[config.mk]
export PLATFORM = sky130hd
export DESIGN_NAME = ppgc_pattern_gen_check
export DESIGN_NICKNAME = d
export VERILOG_FILES = /design/src/logic/ppgc_pkg.sv /design/src/logic/ppgc_pattern_gen_check.sv
export SDC_FILE = /design/constraint.sdc
export NUM_CORES = 1
export LEC_CHECK = 0
export ABC_AREA = 1
export BUFFER_PORTS_ARGS = -buffer_cell sky130_fd_sc_hd__clkbuf_2
export CORE_MARGIN = 3
export CORE_UTILIZATION = 35
export DETAILED_ROUTE_END_ITERATION = 12
export PLACE_DENSITY = 0.56
export SETUP_SLACK_MARGIN = 0.1
export SLEW_MARGIN = 0
export SYNTH_ARGS = -nofsm -noshare
export SYNTH_HDL_FRONTEND = slang
export SYNTH_SLANG_ARGS = --single-unit
[constraint.sdc]
create_clock -name sys_clk_in -period 3.74 [get_ports sys_clk_in]
set_input_delay 0.187 -clock sys_clk_in [delete_from_list [all_inputs] [get_ports sys_clk_in]]
set_output_delay 0.187 -clock sys_clk_in [all_outputs]
set_load 0.1 [all_outputs]
[src/logic/ppgc_pkg.sv]
// package for the pattern generator / checker block: register map,
// field positions, reset values, modes and checker thresholds.
// assumes a 32-bit classic wishbone slave with byte addresses.
package ppgc_pkg;

   // register indices; byte address is four times the index
   localparam logic [9:0] IDX_PATTERN_CONTROL   = 10'h071;
   localparam logic [9:0] IDX_STATUS_ERR_CTRL   = 10'h072;
   localparam logic [9:0] IDX_INTERRUPT_FLAGS   = 10'h073;
   localparam logic [9:0] IDX_ERROR_COUNT       = 10'h074;
   localparam logic [9:0] IDX_PAYLOAD_TEST_CONF = 10'h0C7;
   localparam logic [9:0] IDX_CHANNEL_SELECT    = 10'h0C8;

   // pattern_control fields
   localparam int SEQ_SEL_LSB      = 0;
   localparam int GEN_INV_BIT      = 2;
   localparam int CHK_INV_BIT      = 3;
   // pattern_status_error_control fields
   localparam int ERR_INSERT_BIT   = 0;
   localparam int SYNC_STATUS_BIT  = 1;
   localparam int BER_IRQ_EN_BIT   = 2;
   localparam int SYNC_IRQ_EN_BIT  = 3;
   // pattern_interrupt_flags fields
   localparam int BER_FLAG_BIT     = 0;
   localparam int SYNC_FLAG_BIT    = 1;
   // payload_test_configuration fields
   localparam int TEST_EN_BIT      = 0;
   localparam int FRAME_MODE_LSB   = 1;
   localparam int GEN_DIR_BIT      = 3;

   // reset values
   localparam logic [7:0]  PATTERN_CONTROL_RST = 8'h00;
   localparam logic [7:0]  STATUS_CTRL_RST     = 8'h00;
   localparam logic [7:0]  TEST_CONF_RST       = 8'h00;
   localparam logic [31:0] CHANNEL_SELECT_RST  = 32'h0000_0000;
   localparam logic [19:0] LFSR_SEED           = 20'hFFFFF;

   // framing modes
   typedef enum logic [1:0] {
      PPGC_UNFRAMED = 2'b00,
      PPGC_FRAMED8  = 2'b01,
      PPGC_FRAMED7  = 2'b10,
      PPGC_MODE_RSV = 2'b11
   } ppgc_frame_mode_t;

   // sequence choices
   localparam logic [1:0] SEQ_2E11 = 2'b00;
   localparam logic [1:0] SEQ_2E15 = 2'b01;
   localparam logic [1:0] SEQ_2E20 = 2'b10;

   // checker thresholds
   localparam logic [4:0] SYNC_MATCH_COUNT = 5'h18;   // consecutive matches to lock
   localparam logic [5:0] WINDOW_BITS      = 6'h30;   // 48-bit window
   localparam logic [3:0] WINDOW_ERR_LIMIT = 4'hA;    // more than this loses lock
   localparam logic [2:0] LSB_BIT_INDEX    = 3'h7;    // index 7 is the lsb of a slot

endpackage

[src/logic/ppgc_pattern_gen_check.sv]
// pattern generator / checker for one link: register file on a classic
// wishbone slave, generator on one payload stream, checker on the other.
// assumes bit strobes, slot and bit position come from logic on sys_clk_in.
//
// Local design decision: register access over Wishbone.
`timescale 1ns/1ps
module ppgc_pattern_gen_check
(
   input  wire logic        sys_clk_in,        // 100 MHz system clock
   input  wire logic        rstn_in,           // async reset, active low
   // classic wishbone slave
   input  wire logic [11:0] wb_adr_in,         // byte address
   input  wire logic [31:0] wb_dat_in,         // write data
   input  wire logic [3:0]  wb_sel_in,         // byte lanes
   input  wire logic        wb_we_in,          // write
   input  wire logic        wb_cyc_in,         // cycle
   input  wire logic        wb_stb_in,         // strobe
   output logic      [31:0] wb_dat_out,        // read data
   output logic             wb_ack_out,        // acknowledge
   // transmit payload stream
   input  wire logic        tx_valid_in,       // one bit this cycle
   input  wire logic        tx_data_in,        // bit value
   input  wire logic [4:0]  tx_slot_in,        // channel / timeslot
   input  wire logic [2:0]  tx_bit_in,         // bit in slot, 0 = msb
   output logic             tx_valid_out,      // delayed strobe
   output logic             tx_data_out,       // bit, maybe replaced
   // receive payload stream
   input  wire logic        rx_valid_in,       // one bit this cycle
   input  wire logic        rx_data_in,        // bit value
   input  wire logic [4:0]  rx_slot_in,        // channel / timeslot
   input  wire logic [2:0]  rx_bit_in,         // bit in slot, 0 = msb
   output logic             rx_valid_out,      // delayed strobe
   output logic             rx_data_out,       // bit, maybe replaced
   // monitoring
   output logic             bit_error_out,     // one-cycle error event
   output logic             int_n_out          // interrupt, active low
);

   // control and status registers
   logic [7:0]  pat_ctrl_reg,  pat_ctrl_next;
   logic [7:0]  stat_ctrl_reg, stat_ctrl_next;
   logic [7:0]  test_conf_reg, test_conf_next;
   logic [31:0] chan_sel_reg,  chan_sel_next;
   logic        ber_flag_reg,  ber_flag_next;
   logic        syn_flag_reg,  syn_flag_next;
   logic [15:0] err_cnt_reg,   err_cnt_next;
   logic        ins_pend_reg,  ins_pend_next;
   logic        wb_ack_reg,    wb_ack_next;
   logic [31:0] wb_dat_reg,    wb_dat_next;
   logic        int_n_reg,     int_n_next;
   // generator and checker state
   logic        en_prev_reg,   en_prev_next;
   logic [19:0] gen_lfsr_reg,  gen_lfsr_next;
   logic [19:0] chk_lfsr_reg,  chk_lfsr_next;
   logic [4:0]  match_reg,     match_next;
   logic [5:0]  win_reg,       win_next;
   logic [3:0]  win_err_reg,   win_err_next;
   logic        sync_reg,      sync_next;
   logic        err_evt_reg,   err_evt_next;
   logic        tx_v_reg,      tx_v_next;
   logic        tx_d_reg,      tx_d_next;
   logic        rx_v_reg,      rx_v_next;
   logic        rx_d_reg,      rx_d_next;

   // decoded controls
   logic        test_en;
   logic        gen_dir;
   logic [1:0]  frame_mode;
   logic [1:0]  seq_sel;
   logic        en_rise;
   logic        bus_req;
   logic        bus_wr;
   logic [9:0]  reg_idx;
   // stream routing
   logic        g_valid, g_data, g_take;
   logic [4:0]  g_slot;
   logic [2:0]  g_bit;
   logic        c_valid, c_data, c_take;
   logic [4:0]  c_slot;
   logic [2:0]  c_bit;
   logic        gen_bit, gen_out;
   logic        chk_bit, chk_pred;
   logic        mismatch;

   // feedback of the selected maximal-length register, x^n + x^m + 1
   function automatic logic lfsr_fb(input logic [19:0] s, input logic [1:0] sel);
      logic fb;
      fb = 1'b0;
      unique case (sel)
         ppgc_pkg::SEQ_2E15: fb = s[14] ^ s[13];
         ppgc_pkg::SEQ_2E20: fb = s[19] ^ s[2];
         default:            fb = s[10] ^ s[8];
      endcase
      return fb;
   endfunction

   // is this bit of the stream under test in the current framing mode
   function automatic logic bit_taken(input logic [1:0] mode, input logic [31:0] chans,
                                      input logic [4:0] slot, input logic [2:0] bidx);
      logic t;
      t = 1'b0;
      unique case (mode)
         ppgc_pkg::PPGC_UNFRAMED: t = 1'b1;
         ppgc_pkg::PPGC_FRAMED8:  t = chans[slot];
         ppgc_pkg::PPGC_FRAMED7:  t = chans[slot] &&
                                      (bidx != ppgc_pkg::LSB_BIT_INDEX);
         default:                 t = 1'b0;                 // reserved: nothing touched
      endcase
      return t;
   endfunction

   // field decode
   assign test_en    = test_conf_reg[ppgc_pkg::TEST_EN_BIT];
   assign gen_dir    = test_conf_reg[ppgc_pkg::GEN_DIR_BIT];
   assign frame_mode = test_conf_reg[ppgc_pkg::FRAME_MODE_LSB +: 2];
   assign seq_sel    = pat_ctrl_reg[ppgc_pkg::SEQ_SEL_LSB +: 2];
   assign en_rise    = test_en && !en_prev_reg;
   assign bus_req    = wb_cyc_in && wb_stb_in && !wb_ack_reg;
   assign bus_wr     = bus_req && wb_we_in;
   assign reg_idx    = wb_adr_in[11:2];

   // generator on one stream, checker on the other
   always_comb
   begin
      if (!gen_dir)
      begin
         g_valid = tx_valid_in;
         g_data  = tx_data_in;
         g_slot  = tx_slot_in;
         g_bit   = tx_bit_in;
         c_valid = rx_valid_in;
         c_data  = rx_data_in;
         c_slot  = rx_slot_in;
         c_bit   = rx_bit_in;
      end
      else
      begin
         g_valid = rx_valid_in;
         g_data  = rx_data_in;
         g_slot  = rx_slot_in;
         g_bit   = rx_bit_in;
         c_valid = tx_valid_in;
         c_data  = tx_data_in;
         c_slot  = tx_slot_in;
         c_bit   = tx_bit_in;
      end
      g_take   = test_en && !en_rise && g_valid &&
                 bit_taken(frame_mode, chan_sel_reg, g_slot, g_bit);
      c_take   = test_en && !en_rise && c_valid &&
                 bit_taken(frame_mode, chan_sel_reg, c_slot, c_bit);
      gen_bit  = lfsr_fb(gen_lfsr_reg, seq_sel);
      // invert first, then the single flipped bit lands on top
      gen_out  = gen_bit ^ pat_ctrl_reg[ppgc_pkg::GEN_INV_BIT] ^ ins_pend_reg;
      chk_bit  = c_data ^ pat_ctrl_reg[ppgc_pkg::CHK_INV_BIT];
      chk_pred = lfsr_fb(chk_lfsr_reg, seq_sel);
      mismatch = c_take && (chk_bit != chk_pred);
   end

   // pattern datapath next state
   always_comb
   begin
      en_prev_next  = test_en;
      gen_lfsr_next = gen_lfsr_reg;
      chk_lfsr_next = chk_lfsr_reg;
      match_next    = match_reg;
      win_next      = win_reg;
      win_err_next  = win_err_reg;
      sync_next     = sync_reg;
      err_evt_next  = 1'b0;
      tx_v_next     = tx_valid_in;
      tx_d_next     = tx_data_in;
      rx_v_next     = rx_valid_in;
      rx_d_next     = rx_data_in;
      if (en_rise)
      begin
         // restart both ends from a known seed, checker back to hunting
         gen_lfsr_next = ppgc_pkg::LFSR_SEED;
         chk_lfsr_next = ppgc_pkg::LFSR_SEED;
         match_next    = 5'h00;
         win_next      = 6'h00;
         win_err_next  = 4'h0;
         sync_next     = 1'b0;
      end
      if (g_take)
      begin
         gen_lfsr_next = {gen_lfsr_reg[18:0], gen_bit};
         if (!gen_dir)
            tx_d_next = gen_out;
         else
            rx_d_next = gen_out;
      end
      if (c_take)
      begin
         if (!sync_reg)
         begin
            // hunting: load received bits so the register locks onto the stream
            chk_lfsr_next = {chk_lfsr_reg[18:0], chk_bit};
            if (chk_bit != chk_pred)
               match_next = 5'h00;
            else if (match_reg == ppgc_pkg::SYNC_MATCH_COUNT - 5'h01)
            begin
               match_next   = 5'h00;
               sync_next    = 1'b1;
               win_next     = 6'h00;
               win_err_next = 4'h0;
            end
            else
               match_next = match_reg + 5'h01;
         end
         else
         begin
            // locked: run free so a line error is not fed back
            chk_lfsr_next = {chk_lfsr_reg[18:0], chk_pred};
            err_evt_next  = mismatch;
            if (mismatch && win_err_reg == ppgc_pkg::WINDOW_ERR_LIMIT)
            begin
               sync_next    = 1'b0;
               win_next     = 6'h00;
               win_err_next = 4'h0;
            end
            else if (win_reg == ppgc_pkg::WINDOW_BITS - 6'h01)
            begin
               win_next     = 6'h00;
               win_err_next = 4'h0;
            end
            else
            begin
               win_next     = win_reg + 6'h01;
               win_err_next = win_err_reg + {3'h0, mismatch};
            end
         end
      end
   end

   // pattern datapath registers
   always_ff @(posedge sys_clk_in or negedge rstn_in)
   begin
      if (!rstn_in)
      begin
         en_prev_reg  <= 1'b0;
         gen_lfsr_reg <= ppgc_pkg::LFSR_SEED;
         chk_lfsr_reg <= ppgc_pkg::LFSR_SEED;
         match_reg    <= 5'h00;
         win_reg      <= 6'h00;
         win_err_reg  <= 4'h0;
         sync_reg     <= 1'b0;
         err_evt_reg  <= 1'b0;
         tx_v_reg     <= 1'b0;
         tx_d_reg     <= 1'b0;
         rx_v_reg     <= 1'b0;
         rx_d_reg     <= 1'b0;
      end
      else
      begin
         en_prev_reg  <= en_prev_next;
         gen_lfsr_reg <= gen_lfsr_next;
         chk_lfsr_reg <= chk_lfsr_next;
         match_reg    <= match_next;
         win_reg      <= win_next;
         win_err_reg  <= win_err_next;
         sync_reg     <= sync_next;
         err_evt_reg  <= err_evt_next;
         tx_v_reg     <= tx_v_next;
         tx_d_reg     <= tx_d_next;
         rx_v_reg     <= rx_v_next;
         rx_d_reg     <= rx_d_next;
      end
   end

   // register file, flags and bus answer next state
   always_comb
   begin
      pat_ctrl_next  = pat_ctrl_reg;
      stat_ctrl_next = stat_ctrl_reg;
      test_conf_next = test_conf_reg;
      chan_sel_next  = chan_sel_reg;
      ber_flag_next  = ber_flag_reg;
      syn_flag_next  = syn_flag_reg;
      err_cnt_next   = err_cnt_reg;
      ins_pend_next  = ins_pend_reg;
      wb_ack_next    = bus_req;
      wb_dat_next    = 32'h0000_0000;
      // a pending flip is spent on the next generated bit
      if (g_take)
         ins_pend_next = 1'b0;
      if (bus_wr)
      begin
         unique case (reg_idx)
            ppgc_pkg::IDX_PATTERN_CONTROL:
               if (wb_sel_in[0])
                  pat_ctrl_next = {4'h0, wb_dat_in[3:0]};
            ppgc_pkg::IDX_STATUS_ERR_CTRL:
               if (wb_sel_in[0])
               begin
                  stat_ctrl_next = {4'h0, wb_dat_in[3:2], 2'b00};
                  if (wb_dat_in[ppgc_pkg::ERR_INSERT_BIT])
                     ins_pend_next = 1'b1;
               end
            ppgc_pkg::IDX_INTERRUPT_FLAGS:
               if (wb_sel_in[0])
               begin
                  // write one to clear
                  if (wb_dat_in[ppgc_pkg::BER_FLAG_BIT])
                     ber_flag_next = 1'b0;
                  if (wb_dat_in[ppgc_pkg::SYNC_FLAG_BIT])
                     syn_flag_next = 1'b0;
               end
            ppgc_pkg::IDX_ERROR_COUNT:
               err_cnt_next = 16'h0000;
            ppgc_pkg::IDX_PAYLOAD_TEST_CONF:
               if (wb_sel_in[0])
                  test_conf_next = {4'h0, wb_dat_in[3:0]};
            ppgc_pkg::IDX_CHANNEL_SELECT:
               for (int i = 0; i < 4; i++)
                  if (wb_sel_in[i])
                     chan_sel_next[i*8 +: 8] = wb_dat_in[i*8 +: 8];
            default: ;
         endcase
      end
      // hardware set wins over a clear in the same cycle
      if (err_evt_next)
      begin
         ber_flag_next = 1'b1;
         if (err_cnt_reg != 16'hFFFF)
            err_cnt_next = err_cnt_reg + 16'h0001;
      end
      if (sync_next != sync_reg)
         syn_flag_next = 1'b1;
      if (bus_req && !wb_we_in)
      begin
         unique case (reg_idx)
            ppgc_pkg::IDX_PATTERN_CONTROL:   wb_dat_next = {24'h000000, pat_ctrl_reg};
            ppgc_pkg::IDX_STATUS_ERR_CTRL:   wb_dat_next = {24'h000000, stat_ctrl_reg[7:2],
                                                            sync_reg, 1'b0};
            ppgc_pkg::IDX_INTERRUPT_FLAGS:   wb_dat_next = {30'h0, syn_flag_reg,
                                                            ber_flag_reg};
            ppgc_pkg::IDX_ERROR_COUNT:       wb_dat_next = {16'h0000, err_cnt_reg};
            ppgc_pkg::IDX_PAYLOAD_TEST_CONF: wb_dat_next = {24'h000000, test_conf_reg};
            ppgc_pkg::IDX_CHANNEL_SELECT:    wb_dat_next = chan_sel_reg;
            default:                         wb_dat_next = 32'h0000_0000;
         endcase
      end
      // any enabled pending flag pulls the line low
      int_n_next = !((ber_flag_next && stat_ctrl_next[ppgc_pkg::BER_IRQ_EN_BIT]) ||
                     (syn_flag_next && stat_ctrl_next[ppgc_pkg::SYNC_IRQ_EN_BIT]));
   end

   // register file registers
   always_ff @(posedge sys_clk_in or negedge rstn_in)
   begin
      if (!rstn_in)
      begin
         pat_ctrl_reg  <= ppgc_pkg::PATTERN_CONTROL_RST;
         stat_ctrl_reg <= ppgc_pkg::STATUS_CTRL_RST;
         test_conf_reg <= ppgc_pkg::TEST_CONF_RST;
         chan_sel_reg  <= ppgc_pkg::CHANNEL_SELECT_RST;
         ber_flag_reg  <= 1'b0;
         syn_flag_reg  <= 1'b0;
         err_cnt_reg   <= 16'h0000;
         ins_pend_reg  <= 1'b0;
         wb_ack_reg    <= 1'b0;
         wb_dat_reg    <= 32'h0000_0000;
         int_n_reg     <= 1'b1;
      end
      else
      begin
         pat_ctrl_reg  <= pat_ctrl_next;
         stat_ctrl_reg <= stat_ctrl_next;
         test_conf_reg <= test_conf_next;
         chan_sel_reg  <= chan_sel_next;
         ber_flag_reg  <= ber_flag_next;
         syn_flag_reg  <= syn_flag_next;
         err_cnt_reg   <= err_cnt_next;
         ins_pend_reg  <= ins_pend_next;
         wb_ack_reg    <= wb_ack_next;
         wb_dat_reg    <= wb_dat_next;
         int_n_reg     <= int_n_next;
      end
   end

   // outputs straight from flops
   assign wb_ack_out    = wb_ack_reg;
   assign wb_dat_out    = wb_dat_reg;
   assign tx_valid_out  = tx_v_reg;
   assign tx_data_out   = tx_d_reg;
   assign rx_valid_out  = rx_v_reg;
   assign rx_data_out   = rx_d_reg;
   assign bit_error_out = err_evt_reg;
   assign int_n_out     = int_n_reg;

endmodule

# [After elaboration in Yosys (flattened, before gate mapping)]
# Index checks and enable logic that the tools add are counted.
[totals] register_bits=157 in_bits=73 out_inout_bits=39 word_cells=164
[op_classes] addsub=4 magnitude_cmp=2 n_eq_ne=18 n_mux=74 bitwise_logic=9 reduce_logical=31
[ops] operator="one-hot mux 32 bit (6 select lines)" count=1
[ops] operator="2-to-1 mux 16 bit" count=4
[ops] operator="2-to-1 mux 20 bit" count=3
[ops] operator="2-to-1 mux 6 bit" count=7
[ops] operator="== test 10 x 7 -> 1 bit (second input constant)" count=4
[ops] operator="2-to-1 mux 4 bit" count=10
[ops] operator="2-to-1 mux 5 bit" count=7
[ops] operator="2-to-1 mux 1 bit" count=33
[ops] operator="2-to-1 mux 32 bit" count=1
[ops] operator="== test 10 x 8 -> 1 bit (second input constant)" count=2
[ops] operator="AND reduction 3 bit" count=6
[ops] operator="adder 16 x 1 -> 16 bit (second input constant)" count=1
[ops] operator="logical AND 1 bit" count=16
[ops] operator="!= test 16 bit (second input constant)" count=1
[ops] operator="less-than comparator 5 x 6 -> 1 bit (second input constant)" count=2
[ops] operator="binary-select mux 1 bit (select 5 bit)" count=2
[ops] operator="XOR 1 bit" count=9
[ops] operator="adder 6 x 1 -> 6 bit (second input constant)" count=1
[ops] operator="== test 6 bit (second input constant)" count=1
[ops] operator="2-to-1 mux 3 bit" count=2
[ops] operator="!= test 3 bit (second input constant)" count=2
[ops] operator="one-hot mux 1 bit (3 select lines)" count=2
[ops] operator="adder 5 x 1 -> 5 bit (second input constant)" count=1
[ops] operator="== test 5 bit (second input constant)" count=1
[ops] operator="10 further kinds" count=19

# [Depth between registers and ports, before layout]
# Gate-level depths: netlist (run 1).
[depth] ltp_word=16 mapped_depth=16 mapped_depth_nobuf=15

# [Worst setup path before layout (run 1)]
# No wires, ideal clock.
[synth_timing] path_type="register to register" start="register wb_ack_reg, in the netlist wb_ack_out" end="register chan_sel_reg[6]" t_arrival_ps=2178 t_required_ps=3615 slack_ps=1437 stages_incl_launch_ff=7 path_cell_list="dfrtp_1 > nor3_1 > nand2_1 > nor2_1 > nand2_1 > clkbuf_1 > mux2_2"
[synth_via] elab_chain_cells=4
[synth_rtl] item="start, declared" line_no="ppgc_pattern_gen_check.sv:48" rtl="logic wb_ack_reg, wb_ack_next;"
[synth_rtl] item="start signal, assigned" line_no="ppgc_pattern_gen_check.sv:375" rtl="wb_ack_reg <= wb_ack_next;"
[synth_rtl] item="logical NOT 1 bit" line_no="ppgc_pattern_gen_check.sv:118" rtl="assign bus_req = wb_cyc_in && wb_stb_in && !wb_ack_reg;"
[synth_rtl] item="logical AND 1 bit" line_no="ppgc_pattern_gen_check.sv:118"
[synth_rtl] item="net bus_req" line_no="ppgc_pattern_gen_check.sv:71" rtl="logic bus_req;"
[synth_rtl] item="logical AND 1 bit" line_no="ppgc_pattern_gen_check.sv:119" rtl="assign bus_wr = bus_req && wb_we_in;"
[synth_rtl] item="AND reduction 3 bit (no line)"
[synth_rtl] item="end signal, assigned" line_no="ppgc_pattern_gen_check.sv:356" rtl="chan_sel_reg <= ppgc_pkg::CHANNEL_SELECT_RST;"
[synth_rtl] item="end signal, assigned" line_no="ppgc_pattern_gen_check.sv:370" rtl="chan_sel_reg <= chan_sel_next;"
[synth_rtl] item="end, declared" line_no="ppgc_pattern_gen_check.sv:43" rtl="logic [31:0] chan_sel_reg, chan_sel_next;"
# The timed path passes the listed nets, and every way through them passes these cells.
# A chain may end at the register's enable or synchronous reset.

# [Final worst setup path (run 1)]
[layout_timing] start="register test_conf_reg[3]" end="register err_cnt_reg[8]"
[layout_via] elab_chain_cells=10 word_cells_on_any_way=17
[layout_rtl] item="start, declared" line_no="ppgc_pattern_gen_check.sv:42" rtl="logic [7:0] test_conf_reg, test_conf_next;"
[layout_rtl] item="start signal, assigned" line_no="ppgc_pattern_gen_check.sv:355" rtl="test_conf_reg <= ppgc_pkg::TEST_CONF_RST;"
[layout_rtl] item="start signal, assigned" line_no="ppgc_pattern_gen_check.sv:369" rtl="test_conf_reg <= test_conf_next;"
[layout_rtl] item="2-to-1 mux 5 bit" line_no="ppgc_pattern_gen_check.sv:125" rtl="if (!gen_dir)"
[layout_rtl] item="binary-select mux 1 bit (select 5 bit)" line_no="ppgc_pattern_gen_check.sv:104, ppgc_pattern_gen_check.sv:105"
[layout_rtl] item="2-to-1 mux 1 bit (not written as such)" line_no="ppgc_pattern_gen_check.sv:104, ppgc_pattern_gen_check.sv:105"
[layout_rtl] item="logical AND 1 bit" line_no="ppgc_pattern_gen_check.sv:105" rtl="ppgc_pkg::PPGC_FRAMED7: t = chans[slot] &&"
[layout_rtl] item="one-hot mux 1 bit (3 select lines)" line_no="ppgc_pattern_gen_check.sv:102" rtl="unique case (mode)"
[layout_rtl] item="logical AND 1 bit" line_no="ppgc_pattern_gen_check.sv:149" rtl="c_take = test_en && !en_rise && c_valid &&"
[layout_rtl] item="logical AND 1 bit" line_no="ppgc_pattern_gen_check.sv:156" rtl="mismatch = c_take && (chk_bit != chk_pred);"
[layout_rtl] item="2-to-1 mux 1 bit" line_no="ppgc_pattern_gen_check.sv:194" rtl="if (!sync_reg)"
[layout_rtl] item="2-to-1 mux 1 bit (*)" line_no="ppgc_pattern_gen_check.sv:192" rtl="if (c_take)"
[layout_rtl] item="2-to-1 mux 16 bit (*)" line_no="ppgc_pattern_gen_check.sv:321" rtl="if (err_evt_next)"
[layout_rtl] item="net err_cnt_next[8]" line_no="ppgc_pattern_gen_check.sv:46" rtl="logic [15:0] err_cnt_reg, err_cnt_next;"
[layout_rtl] item="end signal, assigned" line_no="ppgc_pattern_gen_check.sv:373" rtl="err_cnt_reg <= err_cnt_next;"
[layout_rtl] item="end, declared" line_no="ppgc_pattern_gen_check.sv:46"
# The timed path passes the listed nets; every way through them passes the cells marked *. The select of a mux whose other input is x is not followed.

==> results of run 1 <==
routing by layer:
| layer | part of all wire | wire length [um] | vias to the layer above |
|---|---|---|---|
| li1 | - | - | 3297 |
| met1 | 0.49 | 9970 | 3117 |
| met2 | 0.44 | 9010 | 152 |
| met3 | 0.049 | 1000 | 20 |
| met4 | 0.014 | 286 | 0 |
| met5 | 0 | 0 | - |
power groups by stage:
stage                     sequential, mW  clock (mW)  combinational, mW
final                               1.72        1.69              0.237
after global routing                1.72        1.81              0.263
after CTS                           1.72        1.74              0.239
after detailed placement            1.75           0              0.218
after global placement              1.75           0              0.217
after floorplan                     1.77           0             0.0854
per-stage QoR:
| stage | cells | total power, mW | worst slack (ps) | util |
|---|---|---|---|---|
| finish | 1334 | 3.65 | 766 | 0.432 |
| global route | 1334 | 3.79 | 445 | 0.432 |
| CTS | 1334 | 3.70 | 727 | 0.432 |
| detailed placement | 1278 | 1.97 | 745 | 0.395 |
| global placement | 1278 | 1.97 | 745 | 0.395 |
| floorplan | 911 | 1.86 | 1440 | - |
cell usage after synthesis (11+ instances only):
library cell and instances:
sky130_fd_sc_hd__buf_2 11, sky130_fd_sc_hd__a21oi_1 15, sky130_fd_sc_hd__mux2_2 28, sky130_fd_sc_hd__nand2_1 200, sky130_fd_sc_hd__nor2_1 103, sky130_fd_sc_hd__dfstp_2 41, sky130_fd_sc_hd__o21ai_1 20, sky130_fd_sc_hd__inv_1 82
sky130_fd_sc_hd__a22oi_1 31, sky130_fd_sc_hd__nand3_1 106, sky130_fd_sc_hd__xor2_1 12, sky130_fd_sc_hd__o21ai_0 34, sky130_fd_sc_hd__nand4_1 12, sky130_fd_sc_hd__dfrtp_1 116
how the worst min path moves through the flow:
stage	end	slack, ps	cells past startpoint
after floorplan	ber_flag_reg$_DFF_PN0_	-110	0
after global placement	wb_dat_out[16]$_DFF_PN0_	330	1
after detailed placement	wb_dat_out[20]$_DFF_PN0_	330	1
after CTS	chan_sel_reg[15]$_DFFE_PN0P_	2	2
after global routing	chan_sel_reg[29]$_DFFE_PN0P_	9	2
final	chan_sel_reg[29]$_DFFE_PN0P_	10	2
cell usage in the layout (no fill, tap or decap), drive strengths merged, types with 3 or more instances in the layout:
cell,count
a21oi,15
nor3b,3
clkbuf,130
xor2,12
o21ai,57
nor4,4
o31ai,3
o22ai,10
a22oi,31
clkinv,8
a221oi,3
nand4,12
mux2,28
dlygate4sd3,24
nor3,9
dfstp,41
ha,7
buf,9
dfrtp,116
or2,3
xnor2,6
nand3,108
nor2,105
nand2,207
inv,88
cell type report:
| cell class | instances | share of cell area |
|---|---|---|
| multi-input cells | 636 | 0.355 |
| clock buffers | 22 | 0.0481 |
| clock inverters | 10 | 0.0122 |
| flip-flops and latches | 157 | 0.421 |
| well taps | 280 | 0.0371 |
| repair buffers | 141 | 0.0915 |
| inverters | 88 | 0.0350 |
logic make-up after synthesis:
logic type / share of synthesized area
and+or+nand+nor: 0.252
DFF: 0.509
AOI/OAI and AO/OA: 0.104
buffers and inverters: 0.0632
muxes: 0.0403
xor gates and xnor gates: 0.0202
adders and majority gates: 0.0112
worst max-delay path, cell delays in order, from the launching register on:
cell and delay, ps:
sky130_fd_sc_hd__dfrtp_1 420, sky130_fd_sc_hd__inv_2 250, sky130_fd_sc_hd__nand2_1 110, sky130_fd_sc_hd__nand2_1 330, sky130_fd_sc_hd__nand2_1 100, sky130_fd_sc_hd__nand3_1 90, sky130_fd_sc_hd__nand3_1 70, sky130_fd_sc_hd__nand3_1 110
sky130_fd_sc_hd__nand3_1 90, sky130_fd_sc_hd__nand3_2 140, sky130_fd_sc_hd__nand2_4 90, sky130_fd_sc_hd__nor3_4 500, sky130_fd_sc_hd__nand2_2 310, sky130_fd_sc_hd__nand3_1 130, sky130_fd_sc_hd__o21ai_1 80
what timing repair did:
item,CTS,global route
endpoints found under the hold margin,75,0
hold buffers,24,0
resized for setup,0,0
==> results.yml, run 1 <==
global_routing:
  antenna_found_initial: 0
  grt_pass1_wl_um: 33000
  busiest_layer: "met2"
  global_route.overflow_total: 0
  grt_pass1_vias: 6164
  grtUsageMet2: 0.257
  total_routing_usage_gr: 0.171
  gr-usage-met3: 0.0348
  pin_count_of_the_biggest_net_entering_global_routing: 95
  gr-usage-met1: 0.248
synth:
  synth.top_cell.area_share: 0.371
  yosys-top-cells-area: "sky130_fd_sc_hd__dfrtp_1 37%, sky130_fd_sc_hd__dfstp_2 14%, sky130_fd_sc_hd__nand2_1 9.6%"
  syn_nets: 991
  synth-seq-area-share: 0.509
  synth_largest_area_cell: "sky130_fd_sc_hd__dfrtp_1"
  total_of_warnings_raised_by_yosys: 0
  synthesis.instances: 911
  synthFlopType: "sky130_fd_sc_hd__dfrtp_1"
  synthDistinctLibCells: 48
  yosys_reg_bits: 157
  synthesis.area_per_instance_um2: 8.59
  number_of_flops_mapped_to_enable_cells_by_yosys: 0
  mappedNetlistArea_um2: 7820
  async_flop_share: 1.00
place:
  routability_cong: 0.845
  place.detailed.hpwl_um: 14400
  placed_area_um2: 8640
  number_of_input_and_output_port_buffers_inserted: 109
layout:
  flow.area_growth_from_synthesis_pct: 20.8
  insertedDiodeCount: 0
  final_design_area_no_fill_um2: 9450
  drive_above_1_share: 0.228
  multi_input_comb_area_um2: 3350
  final_net_count: 1121
  seq_area_um2: 3980
  fill_cells: 2201
sta:
  timing.final.max_slew_violations: 0
  finalCriticalPeriod_ps: 2970
  max-slew-margin-rel: 0.409
  fin_hold_ws_ps: 11.4
  worstMarginPinSlew_ps: 887
  rsz0062_at_grt: "no"
  final.period_utilization: 0.795
  maxClockFrequency_mhz: 336
  post_route_skew_ps: 9.08
  final_hold_viol_count: 0
  setup_tns_ps: 0
  timing.final.setup_violations: 0
flow_run:
  maxCapViolCount: 0
power:
  p_sw_frac: 0.234
  pwr-share-seq: 0.471
  power.switching_mw: 0.855
  cellPowerDensity_nw_per_um2: 387
  cellLeakagePower_nw: 4.50
  intPower_mw: 2.80
  vdd.ir_drop.worst_uv: 225
  power_frac_clock: 0.464
  p_comb_frac: 0.065
clocking:
  cts_tree: "built"
  cts.htree.levels: 4
  clock-sinks: 157
  cts_buffers: 17
  number_of_setup_buffers_added_after_cts: 0
  worstSkewPairLatency_ps: 430
  clk_transition_reported_paths_ps: 60
  ctsRootBufferMaster: "sky130_fd_sc_hd__clkbuf_16"
  clk_path_buf_depth: 2
setup_path:
  rr_startpoint: "test_conf_reg[3]$_DFFE_PN0P_"
  rr_endpoint: "err_cnt_reg[8]$_DFF_PN0_"
  worstSetupStartpoint: "test_conf_reg[3]$_DFFE_PN0P_"
  timing.critical_path.to: "err_cnt_reg[8]$_DFF_PN0_"
  worstSetupEndpointType: "register"
  worst_ep_required_time_ps: 4030
  critical_path.startpoint_type: "register"
  worst-path-max-fanout: 14
  r2r_slack_ps: 770
  reg2regPathDepth: 14
  worst-setup-path-type: "reg -> reg"
  arrival_ps: 3270
floorplanning:
  die_h_um: 155
  floorplan.rows: 54
  die_x_extent_um: 155
  die_area_um2: 24200
  fp.coreArea_um2: 21900
  top_level_ports: 112
  floorplan.initialDensity: 0.357
routing:
  route.detailed.drc: 0
  first_iter_violations: 480
  wl_per_cell_um: 15.2
  remaining_antenna_violation_count_after_routing: 0
  first_pass_iters: 5
  detailroute.via_count: 6586
  vias_per_cell: 4.94
  totalWireLength_um: 20300
outcome:
  run_status: "finished, final reports clean"
worst_hold_path:
  hp-start: "wb_dat_in[29]"
  hold_class: "in -> reg"
No activity file was read; power rests on OpenSTA's default activity.
==> run 2: changes to the inputs <==
Settings changed: ABC_AREA 1 to 0, PLACE_DENSITY 0.56 to 0.58.
Clock period 3.74 ns to 2.4 ns, I/O delays scaled along.
==> results.yml, run 2 <==
routing:
  wl_per_cell_um: 17.5
  first_iter_violations: 373
  totalWireLength_um: 23200
  vias_per_cell: 5.16
  detailroute.via_count: 6870
  first_pass_iters: 5
  route.detailed.drc: 0
  remaining_antenna_violation_count_after_routing: 0
setup_path:
  critical_path.startpoint_type: "register"
  path_buf_inv: 4
  worst_ep_required_time_ps: 2750
  worstSetupEndpointType: "register"
  critical-path-top-delay-family: "compound AO/OA/AOI/OAI gates"
  critical-path-top-cell-by-count: "sky130_fd_sc_hd__buf_6"
  critical_path.max_stage_delay_ps: 440
  worst-path-max-fanout: 6
  arrival_ps: 3010
  rr_startpoint: "test_conf_reg[3]$_DFFE_PN0P_"
  worst-setup-path-type: "reg -> reg"
  crit_path_top_delay_cell: "sky130_fd_sc_hd__dfrtp_2"
  r2r_slack_ps: -270
  worstPathCellList: "buf_6, nand2b_4, buf_8, o22a_1, a21oi_2, o21ai_2, nand4b_4, a211oi_4, buf_6, buf_12, mux2_4, mux2i_1"
  worstSetupStartpoint: "test_conf_reg[3]$_DFFE_PN0P_"
synth:
  adder_cell_area_share_of_the_yosys_netlist: 0.0108
  synthesis.area_per_instance_um2: 10.3
  synth-simple-area-share: 0.172
  mappedNetlistArea_um2: 8110
  yosys_reg_bits: 157
  synth.top_cell.area_share: 0.358
  synth_top_family_by_area: "simple AND/OR/NAND/NOR gates"
  synthesis.instances: 789
  total_of_warnings_raised_by_yosys: 0
  synth_largest_area_cell: "sky130_fd_sc_hd__dfrtp_1"
  synthFlopType: "sky130_fd_sc_hd__dfrtp_1"
  yosys-top-cells-area: "sky130_fd_sc_hd__dfrtp_1 36%, sky130_fd_sc_hd__dfstp_2 13%, sky130_fd_sc_hd__mux2_2 6.4%"
  synth-seq-area-share: 0.491
  yosys.cell_count.top_type: "sky130_fd_sc_hd__dfrtp_1"
  async_flop_share: 1.00
  muxShareOfSynthArea: 0.128
  number_of_flops_mapped_to_enable_cells_by_yosys: 0
  synth_xor_xnor_area_share: 0.0204
  yosys-top-cells-count: "116 x sky130_fd_sc_hd__dfrtp_1, 110 x sky130_fd_sc_hd__nor2_1, 92 x sky130_fd_sc_hd__nand2_1"
  synthDistinctLibCells: 81
  synth_compound_area_frac: 0.140
  syn_nets: 869
worst_hold_path:
  hold_class: "in -> reg"
  hp-start: "wb_dat_in[3]"
sta:
  rsz0062_at_grt: "yes"
  timing.final.max_slew_violations: 0
  post_route_skew_ps: 7.37
  final.period_utilization: 1.11
  maxClockFrequency_mhz: 375
  timing.final.setup_violations: 74
  final.setup.worst_slack_ps: -265
  final_hold_viol_count: 0
  max-slew-margin-rel: 0.338
  setup_tns_ps: -12240
  worstMarginPinSlew_ps: 967
  finalCriticalPeriod_ps: 2670
  fin_hold_ws_ps: 31.7
floorplanning:
  floorplan.rows: 55
  floorplan.initialDensity: 0.357
  die_h_um: 158
  die_x_extent_um: 158
  fp.coreArea_um2: 22700
  die_area_um2: 25000
  top_level_ports: 112
layout:
  final_design_area_no_fill_um2: 11500
  flow.area_growth_from_synthesis_pct: 42.0
  fill_cells: 2019
  multi_input_comb_area_um2: 4400
  seq_area_um2: 3980
  final_net_count: 1113
  layout_commonest_cell: "sky130_fd_sc_hd__dfrtp_1"
  final_cell_mix: "114 x sky130_fd_sc_hd__dfrtp_1, 108 x sky130_fd_sc_hd__clkbuf_2, 106 x sky130_fd_sc_hd__nor2_1"
  insertedDiodeCount: 0
  drive_above_1_share: 0.453
clocking:
  worstSkewPairLatency_ps: 430
  ctsRootBufferMaster: "sky130_fd_sc_hd__clkbuf_16"
  clk_path_buf_depth: 2
  clk_transition_reported_paths_ps: 70
  cts.htree.levels: 4
  clock-sinks: 157
  cts_tree: "built"
  cts_buffers: 17
global_routing:
  grt_pass1_vias: 6719
  antenna_found_initial: 1
  grt_pass1_wl_um: 36500
  global_route.overflow_total: 0
  pin_count_of_the_biggest_net_entering_global_routing: 75
  total_routing_usage_gr: 0.186
outcome:
  run_status: "finished with violations"
  violated_checks: "setup timing"
place:
  preCtsSetupSlack_ps: -316
  routability_cong: 0.863
  placed_area_um2: 9730
  number_of_input_and_output_port_buffers_inserted: 109
  place.detailed.hpwl_um: 16100
power:
  intPower_mw: 4.26
  cellLeakagePower_nw: 5.09
  cellPowerDensity_nw_per_um2: 503
  vdd.ir_drop.worst_uv: 442
  power_frac_clock: 0.447
  p_sw_frac: 0.265
  pwr-share-seq: 0.464
  p_comb_frac: 0.089
  power.switching_mw: 1.53
flow_run:
  maxCapViolCount: 0
[run 2: power by group through the flow]
stage          Clock [mW]  Sequential, mW  Combinational [mW]
5_1_grt              2.75            2.69               0.559
3_3_place_gp            0            2.73               0.426
6_report             2.59            2.69               0.513
3_5_place_dp            0            2.74               0.427
2_1_floorplan           0            2.76               0.171
4_1_cts              2.64            2.69               0.492
[run 2: stage by stage]
| stage | std cells | total power [mW] | utilization |
|---|---|---|---|
| 2_1_floorplan | 789 | 2.94 | - |
| 3_3_place_gp | 1235 | 3.16 | 0.428 |
| 3_5_place_dp | 1235 | 3.16 | 0.428 |
| 4_1_cts | 1321 | 5.82 | 0.488 |
| 5_1_grt | 1331 | 6.00 | 0.507 |
| 6_report | 1331 | 5.79 | 0.507 |
[run 2: cells by family (layout without fill, tap and decap cells)]
family / count (synthesis) / after routing
simple gates: 302 / 302
compound gates: 163 / 163
flops: 157 / 157
mux: 84 / 84
buf+inv: 61 / 318
xor+xnor: 15 / 15
fa+ha+maj: 7 / 7
[run 2: worst paths after layout]
path,to,cells past startpoint
worst min register to register,chk_lfsr_reg[7]$_DFFE_PN1P_,2
worst min-delay path,test_conf_reg[3]$_DFFE_PN0P_,2
max in group asynchronous,chk_lfsr_reg[0]$_DFFE_PN1P_,3
worst max register to register,err_cnt_reg[11]$_DFF_PN0_,12
min in group asynchronous,wb_dat_out[0]$_DFF_PN0_,2
worst max-delay path,err_cnt_reg[11]$_DFF_PN0_,12
[run 2: worst reg2reg max path: cells and delay by family, from the launching register on]
kind,cells,cell delay [ps]
simple gates,2,390
buf+inv,4,580
mux,2,470
flops,1,440
compound gates,4,720
[run 2: layer usage]
layer	wire (um)	vias up	share of wire	track usage
met3	862	21	0.037	0.0295
met4	319	2	0.014	0.0557
met1	10800	3374	0.46	0.262
met2	11300	168	0.48	0.297
li1	-	3305	-	-
met5	9	-	0.00039	0
[run 2: final cells by class]
class,instances,share of cell area
timing repair buffer,262,0.185
clock inverter,15,0.0111
sequential,157,0.346
inverter,24,0.00804
multi-input combinational,571,0.382
tap,285,0.0310
clock buffer,17,0.0369
[run 2: what timing repair did]
action,4_1_cts,5_1_grt
endpoints found under the setup margin,79,79
gates cloned,3,4
hold buffers,36,0
setup buffers,15,7
pin swaps,27,31
hold endpoints to repair,76,0
resized for setup,78,63
==> run 3: changes to the inputs <==
Settings changed: ABC_AREA 0 to 1.
==> results.yml, run 3 (same netlist as run 1, synthesis figures left out) <==
power:
  cellPowerDensity_nw_per_um2: 523
  cellLeakagePower_nw: 5.12
  vdd.ir_drop.worst_uv: 372
setup_path:
  worstPathCellList: "buf_6, nand2_8, buf_6, nand3_2, nand3_2, nand3_2, nand3_2, nand3_2, nand3_4, nand2_4, buf_6, nor3_4, buf_6, buf_6, o21ai_2, nand2_1"
  rr_startpoint: "test_conf_reg[3]$_DFFE_PN0P_"
  worst-setup-path-type: "reg -> reg"
  critical_path.max_stage_delay_ps: 480
  path_buf_inv: 5
  worstSetupStartpoint: "test_conf_reg[3]$_DFFE_PN0P_"
  crit_path_top_delay_cell: "sky130_fd_sc_hd__dfrtp_2"
  critical_path.startpoint_type: "register"
  worst-path-max-fanout: 7
  worst_ep_required_time_ps: 2760
  arrival_ps: 2740
  critical-path-top-delay-family: "simple AND/OR/NAND/NOR gates"
  worstSetupEndpointType: "register"
global_routing:
  total_routing_usage_gr: 0.172
  global_route.overflow_total: 0
  antenna_found_initial: 0
  grt_pass1_vias: 6506
  grt_pass1_wl_um: 33200
  pin_count_of_the_biggest_net_entering_global_routing: 68
floorplanning:
  floorplan.initialDensity: 0.357
  top_level_ports: 112
  fp.coreArea_um2: 21900
  die_x_extent_um: 155
  die_area_um2: 24200
  die_h_um: 155
  floorplan.rows: 54
routing:
  totalWireLength_um: 22000
  detailroute.via_count: 7069
  remaining_antenna_violation_count_after_routing: 0
  vias_per_cell: 5.05
  first_pass_iters: 5
  route.detailed.drc: 0
  first_iter_violations: 394
  wl_per_cell_um: 15.7
sta:
  final_hold_viol_count: 0
  timing.final.setup_violations: 0
  post_route_skew_ps: 12.5
  setup_tns_ps: 0
  finalCriticalPeriod_ps: 2370
  final.setup.worst_slack_ps: 25.1
  final.period_utilization: 0.990
  rsz0062_at_grt: "yes"
  worstMarginPinSlew_ps: 659
  max-slew-margin-rel: 0.557
  fin_hold_ws_ps: 45.6
  maxClockFrequency_mhz: 421
  timing.final.max_slew_violations: 0
clocking:
  ctsRootBufferMaster: "sky130_fd_sc_hd__clkbuf_16"
  clock-sinks: 157
  clk_transition_reported_paths_ps: 60
  cts_tree: "built"
  worstSkewPairLatency_ps: 430
  cts_buffers: 17
  clk_path_buf_depth: 2
  cts.htree.levels: 4
layout:
  flow.area_growth_from_synthesis_pct: 41.3
  final_design_area_no_fill_um2: 11000
  layout_commonest_cell: "sky130_fd_sc_hd__nand2_1"
  final_cell_mix: "176 x sky130_fd_sc_hd__nand2_1, 114 x sky130_fd_sc_hd__dfrtp_1, 108 x sky130_fd_sc_hd__clkbuf_2"
  finalCoreUtilization: 0.505
  final_net_count: 1187
  fill_cells: 2009
  insertedDiodeCount: 0
  drive_above_1_share: 0.382
place:
  placed_area_um2: 9020
  preCtsSetupSlack_ps: -2.65
  number_of_input_and_output_port_buffers_inserted: 109
  place.detailed.hpwl_um: 14600
  routability_cong: 0.887
worst_hold_path:
  hp-start: "wb_dat_in[0]"
  hold_class: "in -> reg"
outcome:
  run_status: "finished, final reports clean"
flow_run:
  maxCapViolCount: 0
## run 3: changes by cell type in the layout (fill, tap and decap cells not counted), moves of 10 or more
cell                      change
sky130_fd_sc_hd__a22oi_1     +12
sky130_fd_sc_hd__and2_1      -18
sky130_fd_sc_hd__buf_4       -46
sky130_fd_sc_hd__inv_1       +58
sky130_fd_sc_hd__mux2_2      -13
sky130_fd_sc_hd__mux2i_1     -26
sky130_fd_sc_hd__nand2_1    +109
sky130_fd_sc_hd__nand3_1     +35
sky130_fd_sc_hd__nand3_2     +47
sky130_fd_sc_hd__nor2_1      -31
sky130_fd_sc_hd__nor2_4      +18
sky130_fd_sc_hd__o21ai_0     +10
sky130_fd_sc_hd__o21ai_2     -18
## run 3: worst paths after layout
check,slack [ps],depth (start not counted),end
worst max-delay path,30,16,err_cnt_reg[10]$_DFF_PN0_
worst min-delay path,50,3,pat_ctrl_reg[0]$_DFFE_PN0P_
worst max register to register,30,16,err_cnt_reg[10]$_DFF_PN0_
worst min register to register,470,0,en_prev_reg$_DFF_PN0_
max in group asynchronous,1440,3,int_n_out$_DFF_PN1_
min in group asynchronous,200,2,wb_dat_out[20]$_DFF_PN0_
## run 3: power breakdown
group | leakage (nW) | internal [mW] | switching [mW] | total, mW
Clock | 0.287 | 1.55 | 1.06 | 2.61
Sequential | 1.97 | 2.67 | 0.0155 | 2.69
Combinational | 2.86 | 0.196 | 0.283 | 0.480
## run 3: layer usage
metal  GRT usage  wire, um  vias up
li1            -         -     3440
met1       0.242     10200     3369
met2       0.265     10200      226
met3      0.0395      1260       34
met4      0.0504       367        0
met5           0         0        -
## run 3: metrics by stage
step                      total power [mW]  std cells
after floorplan                       2.89        911
after CTS                             5.76       1384
final                                 5.77       1400
after global placement                3.09       1319
after detailed placement              3.09       1319
after global routing                  6.01       1400
## run 3: cell type report
cell class	count	area, um2	share of cell area
Multi-Input combinational cell	637	4160	0.377
Sequential cell	157	3980	0.360
Timing Repair Buffer	206	1630	0.148
Clock buffer	27	546	0.0494
Tap cell	280	350	0.0317
Inverter	88	345	0.0313
Clock inverter	5	28.8	0.00260
## run 3: worst reg2reg max path, cell delays in order (launching register included)
cell and delay, ps:
sky130_fd_sc_hd__dfrtp_2 480, sky130_fd_sc_hd__buf_6 170, sky130_fd_sc_hd__nand2_8 110, sky130_fd_sc_hd__buf_6 140, sky130_fd_sc_hd__nand3_2 100, sky130_fd_sc_hd__nand3_2 80
sky130_fd_sc_hd__nand3_2 70, sky130_fd_sc_hd__nand3_2 70, sky130_fd_sc_hd__nand3_2 90, sky130_fd_sc_hd__nand3_4 140, sky130_fd_sc_hd__nand2_4 80, sky130_fd_sc_hd__buf_6 120
sky130_fd_sc_hd__nor3_4 240, sky130_fd_sc_hd__buf_6 170, sky130_fd_sc_hd__buf_6 130, sky130_fd_sc_hd__o21ai_2 60, sky130_fd_sc_hd__nand2_1 70
## run 3: what timing repair did
action,in CTS,in global routing
hold buffers,33,0
endpoints found under the setup margin,56,78
buffers inserted,0,9
pin swaps,1,64
cloned,0,9
resized for setup,10,203
endpoints found under the hold margin,81,0
